**config.mk**
```make
export PLATFORM = sky130hd
export DESIGN_NAME = bcpa_capture_core
export DESIGN_NICKNAME = d
export VERILOG_FILES = /design/src/bcpa_pkg.sv /design/src/bcpa_edge_if.sv /design/src/bcpa_input_filter.sv /design/src/bcpa_modulus_counter.sv /design/src/bcpa_capture_core.sv
export SDC_FILE = /design/constraint.sdc
export NUM_CORES = 1
export LEC_CHECK = 0
export ABC_AREA = 0
export BUFFER_PORTS_ARGS = -buffer_cell sky130_fd_sc_hd__buf_2
export CAP_MARGIN = 20
export CORE_MARGIN = 2
export CORE_UTILIZATION = 55
export DETAILED_ROUTE_END_ITERATION = 12
export PLACE_DENSITY = 0.89
export SYNTH_ARGS = -nofsm -noshare
export SYNTH_HDL_FRONTEND = slang
export SYNTH_SLANG_ARGS = --single-unit
```
**constraint.sdc**
```tcl
create_clock -name clk -period 2.75 [get_ports clk]
set_clock_uncertainty 0.1 [all_clocks]
set_input_delay 0.4125 -clock clk [delete_from_list [all_inputs] [get_ports clk]]
set_output_delay 0.4125 -clock clk [all_outputs]
set_load 0.03 [all_outputs]
```
**src/bcpa_pkg.sv**
```systemverilog
/*
 Constants and widths shared by the capture/accumulator core.
 Assumes a single clock domain; no bus, all control bits are plain ports.
*/
// Behaviour
// - Eight channels, capture or compare each
// - Select bit zero means capture channel
// - Four channels add 16-bit holding register
// - Register empty after read or latch
// - Plain channel captures, no-overwrite guards it
// - Latch mode moves capture on triggers
// - Latch mode overwrite governed by no-overwrite
// - Queue mode shifts old into holding
// - Queue no-overwrite writes only empty registers
// - Queue holding read latches accumulator, clears
// - Four 8-bit edge accumulators with holding
// - Saturate bit stops 8-bit accumulators at ones
// - Pairs combine into 16-bit accumulators
// - Latch mode moves count, clears accumulator
// - 16-bit modulus down-counter, 4-bit prescaler
// - Modulus zero gives periodic event
// - Modulus latching periodic or one-shot
// - Main timer prescaler is seven bits
// - Four selectable delays (one off) reject glitches
package bcpa_pkg;
   localparam int NUM_CH = 8;
   localparam int NUM_BUF = 4;
   localparam int TMR_W = 16;
   localparam int ACC_W = 8;
   localparam int MAIN_PRE_W = 7;
   localparam int MOD_PRE_W = 4;
   localparam int DLY_SEL_W = 2;
   localparam int DLY_CNT_W = 8;
   localparam int BUF_BASE = 0;
   localparam logic [TMR_W-1:0] TMR_ZERO = 16'h0000;
   localparam logic [ACC_W-1:0] ACC_ZERO = 8'h00;
   localparam logic [ACC_W-1:0] ACC_MAX = 8'hff;
   localparam logic [DLY_CNT_W-1:0] DLY_OFF = 8'h00;
   localparam logic [DLY_CNT_W-1:0] DLY_SHORT = 8'h04;
   localparam logic [DLY_CNT_W-1:0] DLY_MID = 8'h10;
   localparam logic [DLY_CNT_W-1:0] DLY_LONG = 8'h40;
endpackage : bcpa_pkg

```
**src/bcpa_edge_if.sv**
```systemverilog
/*
 Interface carrying filtered edge events from the input filter to the core.
 Assumes both ends in the same clock domain.
*/
`timescale 1ns/1ps
interface bcpa_edge_if;
   import bcpa_pkg::*;
   logic [NUM_CH-1:0] edgeHit;
   logic [NUM_CH-1:0] levelOk;
   modport src (output edgeHit, output levelOk);
   modport dst (input edgeHit, input levelOk);
endinterface : bcpa_edge_if

```
**src/bcpa_input_filter.sv**
```systemverilog
/*
 Delay-counter noise filter and edge detector for the channel inputs.
 Assumes synchronous inputs; pulses shorter than the chosen delay are dropped.
*/
`timescale 1ns/1ps
module bcpa_input_filter
   import bcpa_pkg::*;
(
   input wire logic clk,
   input wire logic reset,
   input wire logic [NUM_CH-1:0] pinIn,
   input wire logic [DLY_SEL_W-1:0] delaySel,
   input wire logic [2*NUM_CH-1:0] edgeCfg,
   bcpa_edge_if.src edges
);
   typedef struct packed {
      logic [NUM_CH-1:0] level;
      logic [NUM_CH-1:0][DLY_CNT_W-1:0] cnt;
      logic [NUM_CH-1:0] hit;
   } bcpa_flt_t;
   bcpa_flt_t st_q, st_d;
   logic [DLY_CNT_W-1:0] dly;

   always_comb begin
      case (delaySel)
         2'h1: dly = DLY_SHORT;
         2'h2: dly = DLY_MID;
         2'h3: dly = DLY_LONG;
         default: dly = DLY_OFF;
      endcase
   end

   // Level accepted only after it has held for the chosen count
   always_comb begin
      st_d = st_q;
      st_d.hit = '0;
      for (int i = 0; i < NUM_CH; i++) begin
         if (pinIn[i] == st_q.level[i]) begin
            st_d.cnt[i] = DLY_OFF;
         end else if (st_q.cnt[i] >= dly) begin
            st_d.level[i] = pinIn[i];
            st_d.cnt[i] = DLY_OFF;
            st_d.hit[i] = pinIn[i] ? edgeCfg[2*i] : edgeCfg[2*i+1];
         end else begin
            st_d.cnt[i] = st_q.cnt[i] + 8'h01;
         end
      end
   end

   always_ff @(posedge clk) begin
      if (reset) begin
         st_q <= '0;
      end else begin
         st_q <= st_d;
      end
   end

   assign edges.edgeHit = st_q.hit;
   assign edges.levelOk = st_q.level;
endmodule : bcpa_input_filter

```
**src/bcpa_modulus_counter.sv**
```systemverilog
/*
 Modulus down-counter with its own prescaler; produces zero and latch events.
 Assumes the writer pulses load for one cycle.
*/
`timescale 1ns/1ps
module bcpa_modulus_counter
   import bcpa_pkg::*;
(
   input wire logic clk,
   input wire logic reset,
   input wire logic enable,
   input wire logic periodic,
   input wire logic [MOD_PRE_W-1:0] preSel,
   input wire logic load,
   input wire logic [TMR_W-1:0] loadValue,
   output logic [TMR_W-1:0] count,
   output logic zeroPulse,
   output logic latchPulse
);
   typedef struct packed {
      logic [TMR_W-1:0] cnt;
      logic [TMR_W-1:0] reload;
      logic [MOD_PRE_W-1:0] pre;
      logic run;
      logic zero;
      logic latch;
   } bcpa_mod_t;
   bcpa_mod_t st_q, st_d;

   always_comb begin
      st_d = st_q;
      st_d.zero = 1'b0;
      st_d.latch = 1'b0;
      if (load) begin
         st_d.reload = loadValue;
         st_d.cnt = loadValue;
         st_d.pre = '0;
         st_d.run = (loadValue != TMR_ZERO);
         // Writing zero latches at once
         st_d.latch = (loadValue == TMR_ZERO);
      end else if (enable && st_q.run) begin
         // Prescaler divides by preSel plus one
         if (st_q.pre >= preSel) begin
            st_d.pre = '0;
            if (st_q.cnt == 16'h0001) begin
               st_d.zero = 1'b1;
               st_d.latch = 1'b1;
               st_d.cnt = periodic ? st_q.reload : TMR_ZERO;
               st_d.run = periodic;
            end else begin
               st_d.cnt = st_q.cnt - 16'h0001;
            end
         end else begin
            st_d.pre = st_q.pre + 4'h1;
         end
      end
   end

   always_ff @(posedge clk) begin
      if (reset) begin
         st_q <= '0;
      end else begin
         st_q <= st_d;
      end
   end

   assign count = st_q.cnt;
   assign zeroPulse = st_q.zero;
   assign latchPulse = st_q.latch;
endmodule : bcpa_modulus_counter

```
**src/bcpa_capture_core.sv**
```systemverilog
/*
 Top of the buffered capture and pulse accumulator core.
 Assumes software pulses the read strobes for one cycle and reads 16-bit values whole.
*/
`timescale 1ns/1ps
module bcpa_capture_core
   import bcpa_pkg::*;
#(
   parameter int CHANNELS = NUM_CH,
   parameter int BUFFERED = NUM_BUF
)
(
   input wire logic clk,
   input wire logic reset,
   input wire logic [NUM_CH-1:0] pinIn,
   input wire logic [NUM_CH-1:0] channelFunctionSelect,
   input wire logic [2*NUM_CH-1:0] edgeCfg,
   input wire logic [DLY_SEL_W-1:0] delaySel,
   input wire logic [NUM_CH-1:0] noOverwriteBits,
   input wire logic timerEnable,
   input wire logic [MAIN_PRE_W-1:0] mainPreSel,
   input wire logic latchQueueSelect,
   input wire logic accumulatorSaturateBit,
   input wire logic [NUM_BUF/2-1:0] accPairEnable,
   input wire logic [NUM_BUF-1:0] accEnable,
   input wire logic forceLatchBit,
   input wire logic modEnable,
   input wire logic modPeriodic,
   input wire logic [MOD_PRE_W-1:0] modPreSel,
   input wire logic modLoad,
   input wire logic [TMR_W-1:0] modLoadValue,
   input wire logic [NUM_CH-1:0] captureRead,
   input wire logic [NUM_BUF-1:0] holdRead,
   input wire logic [NUM_BUF-1:0] accRead,
   input wire logic [NUM_BUF-1:0] accHoldRead,
   input wire logic [NUM_CH-1:0] flagClear,
   output logic [TMR_W-1:0] mainCount,
   output logic [NUM_CH-1:0][TMR_W-1:0] captureValue,
   output logic [NUM_BUF-1:0][TMR_W-1:0] holdValue,
   output logic [NUM_BUF-1:0][ACC_W-1:0] accValue,
   output logic [NUM_BUF-1:0][ACC_W-1:0] accHoldValue,
   output logic [NUM_CH-1:0] captureFlag,
   output logic [TMR_W-1:0] modCount,
   output logic modZeroFlag
);
   // Refused at elaboration: the logic is unrolled for the documented counts only
   if (CHANNELS != NUM_CH || BUFFERED != NUM_BUF || BUFFERED > CHANNELS) begin : g_bad_counts
      $error("bcpa_capture_core: unsupported channel counts");
   end

   typedef struct packed {
      logic [TMR_W-1:0] tmr;
      logic [MAIN_PRE_W-1:0] pre;
      logic [NUM_CH-1:0][TMR_W-1:0] cap;
      logic [NUM_CH-1:0] capFull;
      logic [NUM_BUF-1:0][TMR_W-1:0] hold;
      logic [NUM_BUF-1:0] holdFull;
      logic [NUM_BUF-1:0][ACC_W-1:0] acc;
      logic [NUM_BUF-1:0][ACC_W-1:0] accHold;
      logic [NUM_CH-1:0] flag;
      logic modFlag;
   } bcpa_core_t;
   bcpa_core_t st_q, st_d;

   logic modZero;
   logic modLatch;
   logic latchNow;

   bcpa_edge_if edges ();

   bcpa_input_filter u_filter (
      .clk(clk),
      .reset(reset),
      .pinIn(pinIn),
      .delaySel(delaySel),
      .edgeCfg(edgeCfg),
      .edges(edges.src)
   );

   bcpa_modulus_counter u_mod (
      .clk(clk),
      .reset(reset),
      .enable(modEnable),
      .periodic(modPeriodic),
      .preSel(modPreSel),
      .load(modLoad),
      .loadValue(modLoadValue),
      .count(modCount),
      .zeroPulse(modZero),
      .latchPulse(modLatch)
   );

   // Modulus zero, zero write or force-latch all trigger latching
   assign latchNow = modLatch | forceLatchBit;

   ////////////////////////////////////////////////////////////////////////////
   // Saturating or wrapping increment of one 8-bit accumulator
   function automatic logic [ACC_W-1:0] accInc(input logic [ACC_W-1:0] v, input logic sat);
      if (sat && v == ACC_MAX) begin
         accInc = v;
      end else begin
         accInc = v + 8'h01;
      end
   endfunction : accInc

   ////////////////////////////////////////////////////////////////////////////
   always_comb begin
      logic [NUM_CH-1:0] capEv;
      logic [ACC_W:0] wide;
      int b;
      capEv = '0;
      wide = '0;
      b = 0;
      st_d = st_q;

      // Main timer with 7-bit prescaler
      if (timerEnable) begin
         if (st_q.pre >= mainPreSel) begin
            st_d.pre = '0;
            st_d.tmr = st_q.tmr + 16'h0001;
         end else begin
            st_d.pre = st_q.pre + 7'h01;
         end
      end

      // Reads empty the registers; a same-cycle capture below still wins
      for (int i = 0; i < NUM_CH; i++) begin
         if (captureRead[i]) begin
            st_d.capFull[i] = 1'b0;
         end
      end
      for (int j = 0; j < NUM_BUF; j++) begin
         if (holdRead[j]) begin
            st_d.holdFull[j] = 1'b0;
         end
      end

      // Only channels selected as capture (select bit zero) capture and flag on edges
      capEv = edges.edgeHit & ~channelFunctionSelect;

      // Latch transfer, ahead of new captures in the same cycle
      if (latchQueueSelect && latchNow) begin
         for (int j = 0; j < NUM_BUF; j++) begin
            b = BUF_BASE + j;
            if (st_q.capFull[b] && (!noOverwriteBits[b] || !st_d.holdFull[j])) begin
               st_d.hold[j] = st_q.cap[b];
               st_d.holdFull[j] = 1'b1;
               st_d.capFull[b] = 1'b0;
            end
         end
      end

      for (int i = 0; i < NUM_CH; i++) begin
         if (capEv[i]) begin
            st_d.flag[i] = 1'b1;
            if (i >= BUF_BASE && i < BUF_BASE + NUM_BUF && !latchQueueSelect) begin
               // Queue: old capture moves to holding first
               if (!noOverwriteBits[i]) begin
                  if (st_q.capFull[i]) begin
                     st_d.hold[i-BUF_BASE] = st_q.cap[i];
                     st_d.holdFull[i-BUF_BASE] = 1'b1;
                  end
                  st_d.cap[i] = st_q.tmr;
                  st_d.capFull[i] = 1'b1;
               end else if (!st_d.holdFull[i-BUF_BASE] && st_q.capFull[i] && !captureRead[i]) begin
                  st_d.hold[i-BUF_BASE] = st_q.cap[i];
                  st_d.holdFull[i-BUF_BASE] = 1'b1;
                  st_d.cap[i] = st_q.tmr;
               end else if (!st_d.capFull[i]) begin
                  st_d.cap[i] = st_q.tmr;
                  st_d.capFull[i] = 1'b1;
               end
               // Otherwise blocked: both values kept
            end else begin
               // Plain channel or latch mode capture register
               if (!noOverwriteBits[i] || !st_d.capFull[i]) begin
                  st_d.cap[i] = st_q.tmr;
                  st_d.capFull[i] = 1'b1;
               end
            end
         end
      end

      // Accumulator reads and counting
      for (int j = 0; j < NUM_BUF; j++) begin
         if (accHoldRead[j] || accRead[j]) begin
            st_d.accHold[j] = st_d.accHold[j];
         end
      end
      for (int p = 0; p < NUM_BUF / 2; p++) begin
         if (accPairEnable[p]) begin
            // Upper counts carry out of lower; no saturation in 16-bit mode
            if (accEnable[2*p] && edges.edgeHit[BUF_BASE+2*p]) begin
               wide = {1'b0, st_q.acc[2*p]} + 9'h001;
               st_d.acc[2*p] = wide[ACC_W-1:0];
               if (wide[ACC_W]) begin
                  st_d.acc[2*p+1] = st_q.acc[2*p+1] + 8'h01;
               end
            end
         end else begin
            for (int k = 0; k < 2; k++) begin
               if (accEnable[2*p+k] && edges.edgeHit[BUF_BASE+2*p+k]) begin
                  st_d.acc[2*p+k] = accInc(st_q.acc[2*p+k], accumulatorSaturateBit);
               end
            end
         end
      end

      // Accumulator transfer and clear: latch on trigger, queue on holding read
      for (int j = 0; j < NUM_BUF; j++) begin
         if ((latchQueueSelect && latchNow) || (!latchQueueSelect && holdRead[j])) begin
            st_d.accHold[j] = st_q.acc[j];
            st_d.acc[j] = ACC_ZERO;
         end
      end

      // Flags: set wins over a clear in the same cycle
      for (int i = 0; i < NUM_CH; i++) begin
         if (flagClear[i] && !capEv[i]) begin
            st_d.flag[i] = 1'b0;
         end
      end
      if (modZero) begin
         st_d.modFlag = 1'b1;
      end
   end

   always_ff @(posedge clk) begin
      if (reset) begin
         st_q <= '0;
      end else begin
         st_q <= st_d;
      end
   end

   // Whole 16-bit words come straight from flops, stable for a word read
   assign mainCount = st_q.tmr;
   assign captureValue = st_q.cap;
   assign holdValue = st_q.hold;
   assign accValue = st_q.acc;
   assign accHoldValue = st_q.accHold;
   assign captureFlag = st_q.flag;
   assign modZeroFlag = st_q.modFlag;
endmodule : bcpa_capture_core

```
### Yosys cells after proc, flatten, opt, wreduce, memory -nomap -nowiden

Index checks and enable logic that the tools add are counted.
W data, S select, Z words.

| storage, ports and cells | value |
|---|---|
| output and inout bits | 297 |
| word-level logic and storage cells | 439 |
| bits of input ports | 112 |
| flip-flop bits (word level) | 419 |

| operators by class | value |
|---|---|
| bitwise gates (word level) | 21 |
| order comparisons | 10 |
| reduce and logical (&&, ||, !) cells | 147 |
| add/sub/neg operators | 18 |
| mux-type cells | 148 |
| eq/ne operators | 32 |

Operator list:

| operator | number |
|---|---|
| $mux W16 | 53 |
| $add A8 B1 Y8 const B | 12 |
| $mux W8 | 10 |
| $mux W1 | 78 |
| $mux W72 | 1 |
| $ge A8 B7 Y1 | 8 |
| $reduce_or A3 Y1 | 16 |
| $logic_not A1 Y1 | 37 |
| $logic_and A1 B1 Y1 | 34 |
| $eq A8 B8 Y1 const B | 4 |
| $reduce_and A2 Y1 | 16 |
| $reduce_or A2 Y1 | 13 |
| $pmux W7 S3 | 1 |
| $add A8 B1 Y9 const B | 2 |
| $not A1 Y1 | 18 |
| $add A16 B1 Y16 const B | 1 |
| $eq A16 B1 Y1 const B | 1 |
| $logic_not A16 Y1 | 1 |
| $logic_or A1 B1 Y1 | 16 |
| $ne A2 B1 Y1 const B | 8 |
| $ne A4 B4 Y1 const B | 4 |
| $reduce_bool A16 Y1 | 1 |
| $sub A16 B1 Y16 const B | 1 |
| $reduce_and A3 Y1 | 5 |
| 17 further kinds | 35 |

### Longest topological paths before layout

| depth | value |
|---|---|
| depth in word-level cells | 13 |
| depth in mapped cells | 9 |
| mapped depth without buffers | 8 |

### Hierarchy

A second synthesis with hierarchy kept.

| unflattened totals | value |
|---|---|
| cell total of the unflattened synthesis | 2326 |
| area, all modules | 20777.4 µm² |

Modules (own cells, without submodules):

| module | cells an instance | area each (µm²) | instances | sequential area each (µm²) |
|---|---|---|---|---|
| bcpa_capture_core | 1588 | 14316.2 | 1 | 6005.8 |
| bcpa_input_filter | 463 | 4234.1 | 1 | 1601.5 |
| bcpa_modulus_counter | 275 | 2227.1 | 1 | 780.7 |

### Least setup slack after synthesis

OpenSTA, ideal clock, no wires.

| path | value |
|---|---|
| path kind | input to register |
| start point | input port delaySel[0] |
| end point | register u_filter.st_q[10] in the netlist's numbering |
| buffers on the path | 1 |
| data arrival time | 2.414 ns |
| setup time | 0.065 ns |
| stages on the path | 9 |
| path slack | 0.171 ns |
| required time | 2.585 ns |
| path through | nor2b_1 > ha_1 > nand2_1 > nand3b_1 > a211o_1 > a211o_1 > or3_1 > clkbuf_1 > nor2_1 |

| on the way | value |
|---|---|
| word-level cells in the longest chain between the ends | 4 |
| elaborated cells between the ends (all ways) | 6 |
| classes of those cells | order compare (1); eq/ne (3); mux (1); reduce/logical (1) |

Ends and longest elaborated chain:

| item | line | text |
|---|---|---|
| from (decl) | bcpa_capture_core.sv:18 | `input wire logic [DLY_SEL_W-1:0] delaySel,` |
| $eq A2 B2 Y1 / $eq A2 B1 Y1 (equally long branches) | bcpa_input_filter.sv:25 | `case (delaySel)` |
| $pmux W7 S3 (*) | bcpa_input_filter.sv:25 |  |
| $ge A8 B7 Y1 (*) | bcpa_input_filter.sv:40 | `end else if (st_q.cnt[i] >= dly) begin` |
| $reduce_or A3 Y1 (no source line) (*) | - |  |
| to (signal assigned) | bcpa_input_filter.sv:54 | `st_q <= st_d;` |
| to (decl) | bcpa_input_filter.sv:21 | `bcpa_flt_t st_q, st_d;` |

Mark *: on every way between the ends. The rest lies on a longest branch, timed or not.
A chain may end at the register's enable or synchronous reset.

### Final worst setup path

| path | value |
|---|---|
| start point | register u_mod.st_q, in the netlist u_mod.count[0] |
| end point | register u_mod.st_q, in the netlist u_mod.count[5] |

| on the way | value |
|---|---|
| word-level cells in the longest chain between the ends | 5 |
| elaborated cells between the ends (all ways) | 6 |
| classes of those cells | add/sub (1); eq/ne (1); mux (4) |

Ends and longest elaborated chain:

| item | line | text |
|---|---|---|
| from (decl) | bcpa_modulus_counter.sv:28 | `bcpa_mod_t st_q, st_d;` |
| from (signal assigned) | bcpa_modulus_counter.sv:63 | `st_q <= st_d;` |
| $sub A16 B1 Y16 / $eq A16 B1 Y1 (equally long branches) | bcpa_modulus_counter.sv:51, bcpa_modulus_counter.sv:45 |  |
| $mux W16 (*) | bcpa_modulus_counter.sv:45 | `if (st_q.cnt == 16'h0001) begin` |
| $mux W16 (*) | bcpa_modulus_counter.sv:43 | `if (st_q.pre >= preSel) begin` |
| $mux W16 (*) | bcpa_modulus_counter.sv:41 | `end else if (enable && st_q.run) begin` |
| $mux W16 (*) | bcpa_modulus_counter.sv:34 | `if (load) begin` |

Mark *: on every way between the ends. The rest lies on a longest branch, timed or not. The select of a mux whose other input is x is not followed.

==> results.toml <==
[synth]
synth_area_sq_mm = 0.0197
synth.yosys.warnings = 0
post_synth.cell_area_avg_sq_um = 8.78
number_of_unique_standard_cell_types_used_by_synthesis = 58
synthTopCellsByArea = "sky130_fd_sc_hd__dfxtp_1 43%, sky130_fd_sc_hd__buf_4 11%, sky130_fd_sc_hd__mux2i_1 9.1%"
synth_edf_count = 0
synth-seq-area-share_pct = 42.5
yosys.area.top_type = "sky130_fd_sc_hd__dfxtp_1"
syn_inst = 2246
ffs_latches_synth = 419
post-synth-top-area-fraction_pct = 42.5
asyncSetResetFlopFracSynth_pct = 0
syn-num-nets = 2418
synth_flop_type = "sky130_fd_sc_hd__dfxtp_1"

[worst_setup_path]
timing.critical_path.to_type = "register"
critPathLaunchType = "register"
crit_chain = "ha_1 > or3b_2 > nor4_4 > and2_1 > buf_4 > a21oi_1 > o21ai_0 > a22o_1"
worstPathMaxFanout = 7
setup.worst_path.class = "register to register"
worst_ep_arrival_time_ps = 2920
worst_path_max_delay_cell = "sky130_fd_sc_hd__or3b_2"
worst-endpoint-required_ps = 3150
critPathMaxStageDelay_ps = 520

[floorplan]
initial_core_util_pct = 55.6
core_area_sq_mm = 0.0355
die_w_um = 193
top_level_ports = 409
die_area_sq_mm = 0.0374
fp-row-count = 69
floorplan.die.height_um = 193

[routing]
drt_drc_violations_left = 0
wire_per_inst_um = 18.4
count_of_routing_violations_after_the_opening_detailed_route_iteration = 981
total_number_of_vias = 15800
ant_nets = 0
first_pass_iteration_count_of_the_detailed_router = 7
routed_wl_mm = 52.3
drt-vias-per-instance = 5.53

[clocking]
cts-root-buf = "sky130_fd_sc_hd__clkbuf_16"
numCtsBuffers = 44
postCtsSetupRepairBufs = 0
later_pin_clock_latency_in_the_skew_report_ps = 550
max-clock-path-buffers = 3
cts_tree = "built"
cts.reportedPaths.clkPinSlew_ps = 60
tritoncts_num_sinks = 419
htree_num_levels = 2

[outcome]
run_status = "finished, final reports clean"

[place]
total_instance_count_after_detailed_placement = 2761
gp_routability_congestion = 0.885
place_hpwl_mm = 37.3
placement.setup.worst_slack_ps = -509
dpl-instance-area_sq_mm = 0.0202
buffer_ports.inserted = 400

[grt]
grt_overflow_total = 0
antenna_found_initial = 9
grt_usage_pct = 26.9
wire_length_of_the_first_global_routing_pass_mm = 81.5
grt_pass1_vias = 15400
largest_net_degree_at_the_start_of_global_routing = 99

[sta]
slew_violations = 0
timing.max_slew.rel_slack_pct = 49.4
final.min_clock_period_ps = 2520
timing.fmax_mhz = 397
period_share_pct = 91.7
setup-violations-final = 0
worst_setup_slack_after_layout_ps = 228
final_hold_vio_count = 0
setup_repair_after_global_routing_missed_its_margin = "no"
slew_at_the_pin_closest_to_its_max_slew_limit_ps = 757

[layout]
area.sequential_sq_mm = 0.00839
multiInputGateArea_sq_mm = 0.00852
nets = 2522
layout-drive-gt1-share_pct = 23.1
syn_to_final_growth_pct = 9.72
stdcell_area_sq_mm = 0.0216
fill_cells = 2831
commonest_cells_after_routing_fill_and_taps_aside = "419 x sky130_fd_sc_hd__dfxtp_1, 399 x sky130_fd_sc_hd__buf_2, 352 x sky130_fd_sc_hd__nor2_1"
utilization_pct = 61.0
layout_commonest_cell = "sky130_fd_sc_hd__dfxtp_1"
finish.cell_count_without_fillers = 2848

[hold_path]
worstHoldPathType = "primary input to register"

[pwr]
worst_ir_drop_vdd_mv = 0.552
p_leak_nw = 9.80
power_density_mw_per_mm2 = 596

[flow_run]
maxCapViolCount = 0
layout make-up:
cell class | instances | share of cell area, %
diodes | 4 | 0.0462
flip-flops and latches | 419 | 38.8
multi-input cells | 1364 | 39.4
well taps | 461 | 2.66
repair buffers | 458 | 11.4
clock inverters | 16 | 0.705
inverters | 63 | 1.09
clock buffers | 63 | 5.93
Yosys cell counts, types with 7 or more instances:
cell,n
sky130_fd_sc_hd__dfxtp_1,419
sky130_fd_sc_hd__nor2_1,352
sky130_fd_sc_hd__buf_4,296
sky130_fd_sc_hd__mux2i_1,179
sky130_fd_sc_hd__nand2_1,136
sky130_fd_sc_hd__a21oi_1,124
sky130_fd_sc_hd__nand3_1,105
sky130_fd_sc_hd__clkbuf_1,82
sky130_fd_sc_hd__xor2_1,73
sky130_fd_sc_hd__inv_1,63
sky130_fd_sc_hd__ha_1,60
sky130_fd_sc_hd__o21ai_0,44
sky130_fd_sc_hd__and3_1,30
sky130_fd_sc_hd__xnor2_1,29
sky130_fd_sc_hd__nand2b_1,27
sky130_fd_sc_hd__nand4_1,24
sky130_fd_sc_hd__a211o_1,18
sky130_fd_sc_hd__nand3b_1,18
sky130_fd_sc_hd__or3_1,16
sky130_fd_sc_hd__buf_1,14
sky130_fd_sc_hd__nor3_1,14
sky130_fd_sc_hd__nor4_1,9
sky130_fd_sc_hd__a31oi_1,8
sky130_fd_sc_hd__and3b_1,8
sky130_fd_sc_hd__and2_1,7
sky130_fd_sc_hd__o21ai_1,7
final timing paths:
kind / from / slack, ps / to / cells past startpoint
worst max-delay path: u_mod.count[0]$_SDFFE_PP0P_ / 230 / u_mod.count[5]$_SDFFE_PP0P_ / 8
worst min-delay path: flagClear[5] / 40 / captureFlag[5]$_SDFFE_PP0P_ / 3
worst max register to register: u_mod.count[0]$_SDFFE_PP0P_ / 230 / u_mod.count[5]$_SDFFE_PP0P_ / 8
worst min register to register: register / 350 / register / 2
kinds of logic after synthesis:
| family | synth area share (%) |
|---|---|
| compound gates | 7.40 |
| xor+xnor | 4.53 |
| simple gates | 18.1 |
| fa+ha+maj | 3.81 |
| mux | 9.08 |
| flops | 42.5 |
| buf+inv | 14.6 |
critical path, delay by kind of cell (launching register included):
kind,cells,cell delay [ps]
adder cells (fa/ha/maj),1,250
AO/OA/AOI/OAI,3,430
flip-flops,1,490
buffers and inverters,1,200
AND/OR/NAND/NOR,3,1000
metrics by stage:
stage | power (mW) | setup TNS [ps] | hold slack [ps]
2_1_floorplan | 6.87 | 0 | 311
3_3_place_gp | 7.08 | -21830 | 336
3_5_place_dp | 7.12 | -30410 | 340
4_1_cts | 13.0 | 0 | 5.46
5_1_grt | 13.3 | 0 | 19.7
6_report | 12.9 | 0 | 37.6
report_power, final:
group | leakage (nW) | switching [mW] | internal (mW) | total (mW)
clock network | 0.704 | 2.46 | 3.45 | 5.91
logic | 5.72 | 0.486 | 0.309 | 0.796
registers | 3.38 | 0.0755 | 6.13 | 6.21
timing repair:
action | 4_1_cts | 5_1_grt
hold buffers | 4 | 0
gates resized for setup | 0 | 1
hold endpoints to repair | 4 | 0
endpoints found under the setup margin | 0 | 14
per-layer routing:
metal  vias up  track usage [%]  wire [um]
li1       7431                -          -
met4        10             11.7       2110
met5         -                0         67
met2       709             46.1      25000
met1      7463             31.9      21100
met3       150             6.75       4140
No activity file was read; power rests on OpenSTA's default activity.
